File: config.mk
export PLATFORM = sky130hd
export DESIGN_NAME = bios_shadow_region_steering
export DESIGN_NICKNAME = d
export VERILOG_FILES = /design/src/bios_shadow_pkg.sv /design/src/window_route.sv /design/src/bios_shadow_region_steering.sv
export SDC_FILE = /design/constraint.sdc
export NUM_CORES = 1
export LEC_CHECK = 0
export ABC_CLOCK_PERIOD_IN_PS = 2600
export BUFFER_PORTS_ARGS = -buffer_cell sky130_fd_sc_hd__buf_2
export CAP_MARGIN = 30
export CORE_UTILIZATION = 32
export DETAILED_ROUTE_END_ITERATION = 10
export PLACE_DENSITY_LB_ADDON = 0.2
export SLEW_MARGIN = 25
export SYNTH_ARGS = -nofsm -noshare
export SYNTH_HDL_FRONTEND = slang
export SYNTH_SLANG_ARGS = --single-unit
File: constraint.sdc
create_clock -name clk_sys -period 2.6 [get_ports clk_sys]
set_input_delay 0.13 -clock clk_sys [delete_from_list [all_inputs] [get_ports clk_sys]]
set_output_delay 0.13 -clock clk_sys [all_outputs]
set_load 0.01 [all_outputs]
File: src/bios_shadow_pkg.sv
package bios_shadow_pkg;
    // configuration space
    localparam logic [7:0] attr_offset = 8'h5b;
    localparam logic [7:0] attr_reset = 8'h00;
    localparam logic [7:0] attr_rw_mask = 8'h33;
    // field positions
    localparam int upper_we_bit = 5;
    localparam int upper_re_bit = 4;
    localparam int lower_we_bit = 1;
    localparam int lower_re_bit = 0;
    // windows, 16 kb each, address bits 31:14 select the window
    localparam logic [31:0] lower_window_base = 32'h000c8000;
    localparam logic [31:0] upper_window_base = 32'h000cc000;
    localparam int window_lsb = 14;
    // routing decision
    typedef enum logic [1:0] {
        route_none = 2'b00,
        route_dram = 2'b01,
        route_hub = 2'b10
    } route_t;
endpackage

File: src/window_route.sv
`timescale 1ns/10ps
// steering decision for one window from its two enable bits
module window_route
    import bios_shadow_pkg::*;
(
    // cycle
    input wire logic hit,
    input wire logic is_write,
    // enable field, write enable high bit, read enable low bit
    input wire logic [1:0] field,
    // decision
    output route_t route
);
    wire logic dram_ok;

    // 00 hub only, 01 reads dram, 10 writes dram, 11 both dram
    assign dram_ok = is_write ? field[1] : field[0];
    assign route = !hit ? route_none : (dram_ok ? route_dram : route_hub);
endmodule

File: src/bios_shadow_region_steering.sv
`timescale 1ns/10ps
// Summary of operation
// - bits 5:4 steer window 0cc000h-0cffffh
// - bits 1:0 steer window 0c8000h-0cbfffh
// - upper: bit5 write enable, bit4 read
// - lower: bit1 write enable, bit0 read
// - field 00: all cycles to hub
// - field 01: reads dram, writes hub
// - field 10: writes dram, reads hub
// - field 11: reads and writes dram
// - 8-bit register at 5bh, resets zero
module bios_shadow_region_steering
    import bios_shadow_pkg::*;
(
    // clock and reset
    input wire logic clk_sys,
    input wire logic rst,
    // configuration access
    input wire logic cfg_wr,
    input wire logic cfg_rd,
    input wire logic [7:0] cfg_addr,
    input wire logic [7:0] cfg_wdata,
    output logic [7:0] cfg_rdata,
    // host memory cycle
    input wire logic cyc_valid,
    input wire logic cyc_write,
    input wire logic [31:0] cyc_addr,
    // steering result, one cycle after the request
    output logic to_dram,
    output logic to_legacy_hub_link,
    output logic steer_valid,
    // field state for observation
    output logic [1:0] upper_window_enable,
    output logic [1:0] lower_window_enable
);
    // two windows share this one register; index 0 is the low one
    localparam int n_windows = 2;

    // attribute register and its next value
    logic [7:0] attr_q;
    logic [7:0] attr_d;
    // source of the registered read data
    logic [7:0] rdata_d;

    // configuration decode
    wire logic sel;
    wire logic wr_hit;
    wire logic rd_hit;
    wire logic [7:0] wdata_kept;
    wire logic [7:0] attr_view;

    // per-window decode, one entry per window
    wire logic [31:0] win_base [n_windows];
    wire logic [1:0] win_field [n_windows];
    wire logic win_hit [n_windows];
    route_t win_route [n_windows];
    wire logic [n_windows-1:0] win_dram;
    wire logic [n_windows-1:0] win_hub;
    wire logic [n_windows-1:0] win_any;

    // next values of the steering flops
    wire logic dram_d;
    wire logic hub_d;
    wire logic valid_d;

    // next values of the field copies
    wire logic [1:0] upper_en_d;
    wire logic [1:0] lower_en_d;

    // how a host cycle is steered:
    //   - the address picks at most one window (16 kb each)
    //   - the window picks its 2-bit field from the register
    //   - writes look at the write enable, reads at the read enable
    //   - enable set: cycle goes to dram; clear: to the hub link
    // cycles outside both windows are not ours to steer, so all
    // three flags stay low and the host side decides elsewhere

    // field codes, per window:
    //   00  reads and writes both go to the hub link
    //   01  reads from dram, writes to the hub link
    //   10  writes to dram, reads from the hub link
    //   11  reads and writes both from dram
    // 01 lets firmware run from a shadow copy while writes still
    // reach the original device; 10 is handy while copying into it

    // limitation: only these two windows are decoded; the other
    // legacy ranges have attribute registers of their own

    // window membership; only bits above the 16 kb offset count
    function automatic logic in_window(
        input logic [31:0] addr,
        input logic [31:0] base
    );
        in_window = (addr[31:window_lsb] == base[31:window_lsb]);
    endfunction

    // one window's field as {write enable, read enable}
    function automatic logic [1:0] field_of(
        input logic [7:0] attr,
        input logic upper
    );
        logic [1:0] f;
        f = {attr[lower_we_bit], attr[lower_re_bit]};
        if (upper) begin
            f = {attr[upper_we_bit], attr[upper_re_bit]};
        end
        field_of = f;
    endfunction

    // the register answers at one offset only; other offsets read
    // zero and writes to them change nothing here
    assign sel = (cfg_addr == attr_offset);
    assign wr_hit = cfg_wr && sel;
    assign rd_hit = cfg_rd && sel;

    // reserved bits are dropped on the way in, so they can never
    // reach the steering decode later on
    assign wdata_kept = cfg_wdata & attr_rw_mask;
    assign attr_d = wr_hit ? wdata_kept : attr_q;

    // read view masked too, in case a reserved bit ever stores
    assign attr_view = attr_q & attr_rw_mask;

    // read and write in one cycle return the old value; the
    // new one is only visible from the next read on
    assign rdata_d = rd_hit ? attr_view : 8'h00;

    // window bases, low window first
    assign win_base[0] = lower_window_base;
    assign win_base[1] = upper_window_base;

    // one decode and one steering unit per window
    for (genvar i = 0; i < n_windows; i++) begin : g_win
        // an idle host bus steers nothing, whatever the address
        assign win_hit[i] = cyc_valid && in_window(cyc_addr, win_base[i]);
        // field comes from the stored register, so a write in the
        // same cycle only affects the next host cycle
        assign win_field[i] = field_of(attr_q, (i == 1));

        window_route u_route (
            .hit(win_hit[i]),
            .is_write(cyc_write),
            .field(win_field[i]),
            .route(win_route[i])
        );

        // flatten the decision into plain flags for the combine
        assign win_dram[i] = (win_route[i] == route_dram);
        assign win_hub[i] = (win_route[i] == route_hub);
        assign win_any[i] = win_hit[i];
    end

    // windows are disjoint, so at most one of the dram and hub flags is set per cycle;
    // a miss sets none and leaves both paths quiet
    assign dram_d = |win_dram;
    assign hub_d = |win_hub;
    assign valid_d = |win_any;

    // copies follow the next register value, so they change on
    // the same edge as the register and never lag behind it
    assign upper_en_d = field_of(attr_d, 1'b1);
    assign lower_en_d = field_of(attr_d, 1'b0);

    // attribute register; reset leaves both windows on the hub
    always_ff @(posedge clk_sys or posedge rst) begin
        if (rst) begin
            attr_q <= attr_reset;
        end else begin
            attr_q <= attr_d;
        end
    end

    // read data stands one cycle after the strobe, zero otherwise
    always_ff @(posedge clk_sys or posedge rst) begin
        if (rst) begin
            cfg_rdata <= 8'h00;
        end else begin
            cfg_rdata <= rdata_d;
        end
    end

    // dram flag, one cycle after the host cycle
    always_ff @(posedge clk_sys or posedge rst) begin
        if (rst) begin
            to_dram <= 1'b0;
        end else begin
            to_dram <= dram_d;
        end
    end

    // hub flag; after reset every window hit lands here
    always_ff @(posedge clk_sys or posedge rst) begin
        if (rst) begin
            to_legacy_hub_link <= 1'b0;
        end else begin
            to_legacy_hub_link <= hub_d;
        end
    end

    // qualifier for the two flags, high for any window hit
    always_ff @(posedge clk_sys or posedge rst) begin
        if (rst) begin
            steer_valid <= 1'b0;
        end else begin
            steer_valid <= valid_d;
        end
    end

    // upper field copy for observation of the register state
    always_ff @(posedge clk_sys or posedge rst) begin
        if (rst) begin
            upper_window_enable <= attr_reset[upper_we_bit:upper_re_bit];
        end else begin
            upper_window_enable <= upper_en_d;
        end
    end

    // lower field copy for observation of the register state
    always_ff @(posedge clk_sys or posedge rst) begin
        if (rst) begin
            lower_window_enable <= attr_reset[lower_we_bit:lower_re_bit];
        end else begin
            lower_window_enable <= lower_en_d;
        end
    end
endmodule

==> flow_summary.yaml, run 1 <==
critical_path:
  criticalPathCategory: "register to register"
  r2r-end: "to_dram"
  path_max_fanout: 4
  start_kind: "register"
  critPathRequiredTime_ns: 2.75
  reg2reg_depth: 2
  endpoint_kind: "register"
  timing.rr.start: "attr_q[5]"
  critPathArrivalTime_ns: 1.35
  reg2reg_slack_ns: 1.40
power:
  ir_worst_vdd_uv: 139.5
  finalPower_mw: 0.3348
  p_leak_nw: 0.4609
  power_frac_seq: 0.529
  power.switching_mw: 0.07362
  p_sw_frac: 0.2199
  p_clk_frac: 0.336
  cellPowerDensity_mw_per_mm2: 425.4
  p_int_mw: 0.2611
  p_comb_frac: 0.136
synthesis:
  synth-seq-cells: 11
  synth_xor_area_frac: 0
  synth-main-ff-cell: "dfrtp_1"
  synth_compound_area_frac: 0
  ys.warnings.count: 0
  postSynthAreaPerCell_sq_um: 13.31
  synthArstFlopShare: 1.000
  netlist_instances: 39
  synth_edf_count: 0
  synthSimpleGateAreaFrac: 0.2675
  synth_top_family_by_area: "simple AND/OR/NAND/NOR gates"
  ys_types: 19
  synthAdderAreaFrac: 0
  syn_area_sq_um: 519.2
  synthMuxAreaShare: 0.1301
  seq_area_frac_synth: 0.5301
grt:
  grt_pass1_wl_microns: 1538
  grt_antenna_before_repair: 0
  overflow: 0
  grt_pass1_vias: 395
  track_usage: 0.1200
  grt_max_degree: 12
final_layout:
  fin_cells: 105
  n_antenna_cell: 0
  layout.nets: 144
  area_growth_pct: 51.57
  layout-drive-gt1-share: 0.6180
  post-route-util: 0.5224
  finalInstanceArea_sq_um: 787.0
sta:
  post-route-period-util: 0.4615
  setup_violations: 0
  fin_setup_tns_ns: 0
  rsz0062_at_grt: "false"
  hold_violations: 0
  clock.fmax_ghz: 0.8335
  hold_ws_ns: 0.07207
  setup_ws_ns: 1.400
  skew_ns: 0.001309
  finalMaxSlewViolations: 0
  min_period_ns: 1.200
placed_design:
  detailed_place.area_sq_um: 750.7
  dp_slack_ns: 1.406
  hpwl_microns: 864.3
  place_inst: 100
  place.gp.congestion: 0.6694
  port_buffers: 46
die:
  row_count: 14
  die_w_microns: 42.28
  die_area_sq_mm: 0.001788
  initial_utilization: 0.3447
  core_region_area_sq_mm: 0.001506
  fp.dieH_microns: 42.28
  ios: 69
cts:
  cts_buffers: 3
  ctsResizeCount: 0
  cts_hold_buf: 1
  clockBufferDepth: 2
  tritoncts: "built"
  postCtsSetupBuffers: 0
  worstSkewPairLatency_ns: 0.26
  clock-sinks: 11
  clockRootBuffer: "clkbuf_4"
  clk_pin_slew_ns: 0.06
  htreeDepth: 1
routing:
  drtPass1Iterations: 6
  drcViolationCount: 1
  avgRoutedWirePerCell_microns: 9.733
  vias: 489
  via_per_inst: 4.657
  wl_microns: 1022
  ant_nets: 0
  drt-initial-drc-count: 3
worst_hold_path:
  hp-class: "input pin to register"
  holdPathStages: 2
  worstHoldStart: "cfg_wdata[1]"
  min_to: "attr_q[1]"
flow_run:
  maxCapViolCount: 0
run_status:
  status: "complete, but fails checks"
  failed_checks: "design-rule violations"
routing by layer:
metal	GRT usage	routed length [microns]
met1	0.1274	357
met2	0.2000	521
met3	0.01724	118
met4	0.1125	25
met5	0	0
synthesized netlist by cell type, types with 2 or more instances:
cell type,instances,share of area
dfrtp_1,11,0.53
and2_1,4,0.048
nor4b_1,2,0.034
buf_4,4,0.058
mux2_1,4,0.087
layout make-up:
class                      instances  area [sq um]
clock buffer                       4         26.28
fill                             150         719.4
inverter                           1         3.754
multi-input combinational         26         221.5
sequential                        11         275.3
tap                               16         20.02
timing repair buffer              47         240.2
registers in the layout (all words and copies together), names as in the netlist:
register	flops
lower_window_enable	1
steer_valid	1
upper_window_enable	1
to_legacy_hub_link	1
to_dram	1
attr_q	2
cfg_rdata	4
logic make-up (layout without fill, tap and decap cells):
family | after synthesis | count (layout)
muxes | 5 | 5
other | 1 | 4
and+or+nand+nor | 17 | 17
buffers and inverters | 5 | 52
DFF | 11 | 11
critical path, cell delays in order, from the launching register on:
cell and delay, ns:
dfrtp_1 0.41, mux4_2 0.50, nor3b_2 0.17
how the worst max path moves through the flow:
stage / from / end / slack [ns] / cells after the start
floorplan: attr_q[5] / to_dram / 1.42 / 2
global placement: attr_q[5] / to_dram / 1.41 / 2
detailed placement: attr_q[5] / to_dram / 1.41 / 2
CTS: attr_q[5] / to_dram / 1.40 / 2
global route: attr_q[5] / to_dram / 1.38 / 2
finish: attr_q[5] / to_dram / 1.40 / 2
power groups by stage:
stage | combinational [mW] | sequential [mW] | clock, mW
2_1_floorplan | 0.0184 | 0.181 | 0
3_3_place_gp | 0.0441 | 0.180 | 0
3_5_place_dp | 0.0449 | 0.180 | 0
4_1_cts | 0.0464 | 0.177 | 0.118
5_1_grt | 0.0501 | 0.177 | 0.123
6_report | 0.0455 | 0.177 | 0.112
layout by cell type, fill, tap and decap left out, types with 2 or more instances in the layout:
cell	Yosys	final
dfrtp_1	11	11
conb_1	1	4
mux2_1	4	4
nor4b_1	2	2
buf_2	0	46
clkbuf_4	0	3
and2_1	4	4
(Power assumes the default switching activity.)
==> run 2: changes to the inputs <==
--- a/config.mk
+++ b/config.mk
@@ -5,10 +5,10 @@
 export SDC_FILE = /design/constraint.sdc
 export NUM_CORES = 1
 export LEC_CHECK = 0
-export ABC_CLOCK_PERIOD_IN_PS = 2600
+export ABC_CLOCK_PERIOD_IN_PS = 1250
 export BUFFER_PORTS_ARGS = -buffer_cell sky130_fd_sc_hd__buf_2
 export CAP_MARGIN = 30
-export CORE_UTILIZATION = 32
+export CORE_UTILIZATION = 30
 export DETAILED_ROUTE_END_ITERATION = 10
 export PLACE_DENSITY_LB_ADDON = 0.2
 export SLEW_MARGIN = 25
==> constraint.sdc (replaced) <==
create_clock -name clk_sys -period 1.25 [get_ports clk_sys]
set_input_delay 0.0625 -clock clk_sys [delete_from_list [all_inputs] [get_ports clk_sys]]
set_output_delay 0.0625 -clock clk_sys [all_outputs]
set_load 0.01 [all_outputs]
==> run 2 against run 1 <==
The flow still finishes with violations (design-rule violations). Count of clock-buffer cells in the layout unchanged. Cell count increased by 3.8%. Clock skew increased by 0.0016 ns. Utilization increased by 0.33 points. Register-to-register slack got worse by 1.3 ns. Die area increased by 6.4%. Via count decreased by 0.41%. Power increased by 110%. Highest routed layer unchanged.
==> flow_summary.yaml, run 2 (synthesis results as in run 1) <==
routing:
  ant_nets: 0
  drcViolationCount: 1
  vias: 487
  via_per_inst: 4.468
  drt-initial-drc-count: 2
  drtPass1Iterations: 7
  avgRoutedWirePerCell_microns: 10.34
  wl_microns: 1127
final_layout:
  fin_cells: 109
  final_cell_mix: "46 x buf_2, 11 x dfrtp_1, 4 x mux2_1, 4 x and2_1, 4 x conb_1"
  n_antenna_cell: 0
  multiInputGateArea_sq_um: 221.5
  largest_reg_flops: 4
  layout.nets: 148
  reg_top3: "cfg_rdata x4, attr_q x2"
  regMostFlops: "cfg_rdata"
  seq_area_sq_um: 275.3
  fillers: 147
  layout_commonest_cell: "buf_2"
  area_growth_pct: 57.83
  post-route-util: 0.5257
  layout-drive-gt1-share: 0.6237
grt:
  grt_max_degree: 12
  grt_pass1_wl_microns: 1835
  track_usage: 0.1394
  overflow: 0
  grt_pass1_vias: 471
  grt_antenna_before_repair: 0
die:
  ios: 69
  core_region_area_sq_mm: 0.001559
  initial_utilization: 0.3331
  die_area_sq_mm: 0.001901
  die_w_microns: 43.61
  fp.dieH_microns: 43.61
  row_count: 14
run_status:
  failed_checks: "design-rule violations"
  status: "complete, but fails checks"
sta:
  hold_violations: 0
  post-route-period-util: 0.9503
  min_period_ns: 1.188
  setup_ws_ns: 0.06215
  rsz0062_at_grt: "false"
  setup_violations: 0
  fin_setup_tns_ns: 0
  clock.fmax_ghz: 0.8419
  skew_ns: 0.002867
  finalMaxSlewViolations: 0
worst_hold_path:
  holdPathStages: 2
  hp-class: "input pin to register"
  min_to: "attr_q[1]"
  worstHoldStart: "cfg_wdata[1]"
critical_path:
  critPathRequiredTime_ns: 1.39
  reg2reg_slack_ns: 0.06
  critPathArrivalTime_ns: 1.33
  timing.rr.start: "attr_q[5]"
  endpoint_kind: "register"
  criticalPathCategory: "register to register"
  path_max_fanout: 2
  start_kind: "register"
  reg2reg_depth: 2
  r2r-end: "to_dram"
cts:
  cts_buffers: 3
  clockRootBuffer: "clkbuf_4"
  tritoncts: "built"
  clockBufferDepth: 2
  clock-sinks: 11
  htreeDepth: 1
  clk_pin_slew_ns: 0.07
  ctsResizeCount: 0
  worstSkewPairLatency_ns: 0.26
placed_design:
  dp_slack_ns: 0.06878
  place.gp.congestion: 0.6289
  place_inst: 103
  port_buffers: 46
power:
  cellPowerDensity_mw_per_mm2: 862.7
  ir_worst_vdd_uv: 342.9
  finalPower_mw: 0.7070
  p_leak_nw: 0.4813
flow_run:
  maxCapViolCount: 0
[run 2: worst max-delay path, stage by stage, from the launching register on]
cell	delay (ns)
dfrtp_1	0.39
mux4_2	0.50
nor3b_2	0.18
[run 2: power by group]
| part | internal [mW] | leakage (nW) | switching, mW |
|---|---|---|---|
| Sequential | 0.362 | 0.153 | 0.00444 |
| Clock | 0.123 | 0.0150 | 0.112 |
| Combinational | 0.0652 | 0.313 | 0.0400 |
| Total | 0.550 | 0.481 | 0.157 |
[run 2: area by class of cell]
cell class	instances	share of cell area
Timing Repair Buffer	51	0.3328
Clock buffer	4	0.03206
Inverter	1	0.004580
Tap cell	16	0.02443
Sequential cell	11	0.3359
Multi-Input combinational cell	26	0.2702
[run 2: per-layer routing]
layer  track usage  wire [microns]  part of all wire
met5             0               0                 0
met4        0.1125              19             0.017
met3       0.02500              81             0.072
met2        0.2567             621              0.55
met1        0.1323             404              0.36
[run 2: per-stage QoR]
step | hold WS [ns] | cell area, sq um
floorplan | -0.08506 | 530.5
global placement | 0.06229 | 773.2
detailed placement | 0.06749 | 773.2
CTS | 0.005574 | 819.5
global route | 0.01445 | 819.5
finish | 0.01221 | 819.5
[run 2: what timing repair did]
item | in CTS | in global routing
endpoints found under the hold margin | 12 | 0
hold buffers | 2 | 0
setup buffers | 0 | 0
[run 2: worst max path at each step]
stage	start	to	slack, ns
2_1_floorplan	attr_q[5]	to_dram	0.07
3_3_place_gp	attr_q[1]	to_dram	0.09
3_5_place_dp	attr_q[5]	to_dram	0.07
4_1_cts	attr_q[1]	to_dram	0.05
5_1_grt	attr_q[1]	to_dram	0.03
6_report	attr_q[5]	to_dram	0.06
==> run 3: changes to the inputs <==
--- a/config.mk
+++ b/config.mk
@@ -11,6 +11,7 @@
 export CORE_UTILIZATION = 30
 export DETAILED_ROUTE_END_ITERATION = 10
 export PLACE_DENSITY_LB_ADDON = 0.2
+export REMOVE_ABC_BUFFERS = 1
 export SLEW_MARGIN = 25
 export SYNTH_ARGS = -nofsm -noshare
 export SYNTH_HDL_FRONTEND = slang
==> run 3 against run 2 <==
Cell area increased by 2.1%. Routed wire length about the same. Critical path depth is the same. Die area is the same. The flow still finishes with violations (design-rule violations). Highest routed layer unchanged. Via count is 2.5% higher. Global-route usage up 0.11 points. Register-to-register slack improved by 0.04 ns.
==> flow_summary.yaml, run 3 (synthesis results as in run 1) <==
run_status:
  status: "complete, but fails checks"
  failed_checks: "design-rule violations"
sta:
  setup_violations: 0
  finalMaxSlewViolations: 0
  rsz0062_at_grt: "false"
  clock.fmax_ghz: 0.8694
  min_period_ns: 1.150
  skew_ns: 0.004844
  post-route-period-util: 0.9202
  hold_violations: 0
  fin_setup_tns_ns: 0
die:
  fp.dieH_microns: 43.61
  core_region_area_sq_mm: 0.001559
  die_area_sq_mm: 0.001901
  die_w_microns: 43.61
  ios: 69
  row_count: 14
  initial_utilization: 0.3331
final_layout:
  area_growth_pct: 61.20
  reg_top3: "cfg_rdata x4, attr_q x2"
  layout-drive-gt1-share: 0.6211
  largest_reg_flops: 4
  fillers: 154
  layout.nets: 150
  final_cell_mix: "46 x buf_2, 11 x dfrtp_1"
  regMostFlops: "cfg_rdata"
  layout_commonest_cell: "buf_2"
  n_antenna_cell: 0
grt:
  use_met3: 0.06250
  grt_pass1_vias: 459
  busiest_layer: "met2"
  grt_pass1_wl_microns: 1925
  grt_antenna_before_repair: 0
  grt_max_degree: 12
  met2_usage: 0.2299
  met1_usage: 0.1676
  track_usage: 0.1405
  overflow: 0
routing:
  drtPass1Iterations: 6
  ant_nets: 0
  drcViolationCount: 1
  wl_microns: 1126
  via_per_inst: 4.495
  vias: 499
  avgRoutedWirePerCell_microns: 10.14
  drt-initial-drc-count: 2
cts:
  clk_pin_slew_ns: 0.07
  clockBufferDepth: 2
  tritoncts: "built"
  clockRootBuffer: "clkbuf_4"
  cts_buffers: 3
  worstSkewPairLatency_ns: 0.27
  htreeDepth: 1
  clock-sinks: 11
  postCtsSetupBuffers: 0
power:
  p_int_mw: 0.5547
  cellPowerDensity_mw_per_mm2: 851.6
  power_frac_seq: 0.512
  p_clk_frac: 0.331
  power.switching_mw: 0.1582
  p_comb_frac: 0.157
  ir_worst_vdd_uv: 571.4
  finalPower_mw: 0.7128
  p_sw_frac: 0.2219
  p_leak_nw: 0.4908
critical_path:
  critPathRequiredTime_ns: 1.40
  critPathArrivalTime_ns: 1.30
  reg2reg_depth: 2
  path_max_fanout: 2
  criticalPathCategory: "register to register"
  endpoint_kind: "register"
  start_kind: "register"
placed_design:
  port_buffers: 46
  place.gp.congestion: 0.7108
flow_run:
  maxCapViolCount: 0
worst_hold_path:
  hp-class: "input pin to register"
  holdPathStages: 2
run 3: changes by cell type in the layout (fill, tap and decap cells not counted):
cell | before | now
buf_4 | 3 | 4
dlygate4sd3_1 | 2 | 3
run 3: worst paths after layout:
path,startpoint,end,slack [ns]
min,cfg_wdata[4],upper_window_enable[0],0.01
min in group asynchronous,rst,steer_valid,0.32
min reg2reg,lower_window_enable[0],cfg_rdata[0],0.60
max,attr_q[5],to_dram,0.1
max in group asynchronous,rst,to_dram,0.65
max reg2reg,attr_q[5],to_dram,0.1
run 3: cell type report:
class / instances / area [sq um] / share of cell area
clock buffers: 4 / 26.28 / 0.03139
inverters: 1 / 3.754 / 0.004484
multi-input cells: 26 / 221.5 / 0.2646
flip-flops and latches: 11 / 275.3 / 0.3288
well taps: 16 / 20.02 / 0.02392
repair buffers: 53 / 290.3 / 0.3468
run 3: critical path, cell delays in order, from the launching register on:
cell and delay, ns:
dfrtp_1 0.38, mux4_2 0.48, nor3b_2 0.17
run 3: routing by layer:
metal,vias to the layer above,share of wire
li1,244,-
met1,219,0.42
met2,33,0.48
met3,3,0.094
met4,0,0.0071
met5,-,0
run 3: timing repair:
action,in CTS,in global routing
hold buffers,3,0
resized for setup,0,0
endpoints found under the hold margin,13,0
run 3: power by group through the flow:
stage | Combinational [mW] | Clock, mW | Sequential, mW
2_1_floorplan | 0.0290 | 0 | 0.376
6_report | 0.112 | 0.236 | 0.365
3_3_place_gp | 0.103 | 0 | 0.371
3_5_place_dp | 0.105 | 0 | 0.372
4_1_cts | 0.113 | 0.249 | 0.365
5_1_grt | 0.125 | 0.268 | 0.365
run 3: stage by stage:
step / area, sq um / cells / worst slack [ns] / utilization / hold slack (ns)
final: 837.1 / 111 / 0.09975 / 0.5369 / 0.01277
after global routing: 837.1 / 111 / 0.07313 / 0.5369 / 0.001604
after CTS: 837.1 / 111 / 0.09667 / 0.5369 / 0.007652
after detailed placement: 780.7 / 104 / 0.1160 / 0.5008 / 0.06702
after global placement: 780.7 / 104 / 0.1261 / 0.5008 / 0.05809
after floorplan: 500.5 / 38 / 0.07486 / - / -0.08506
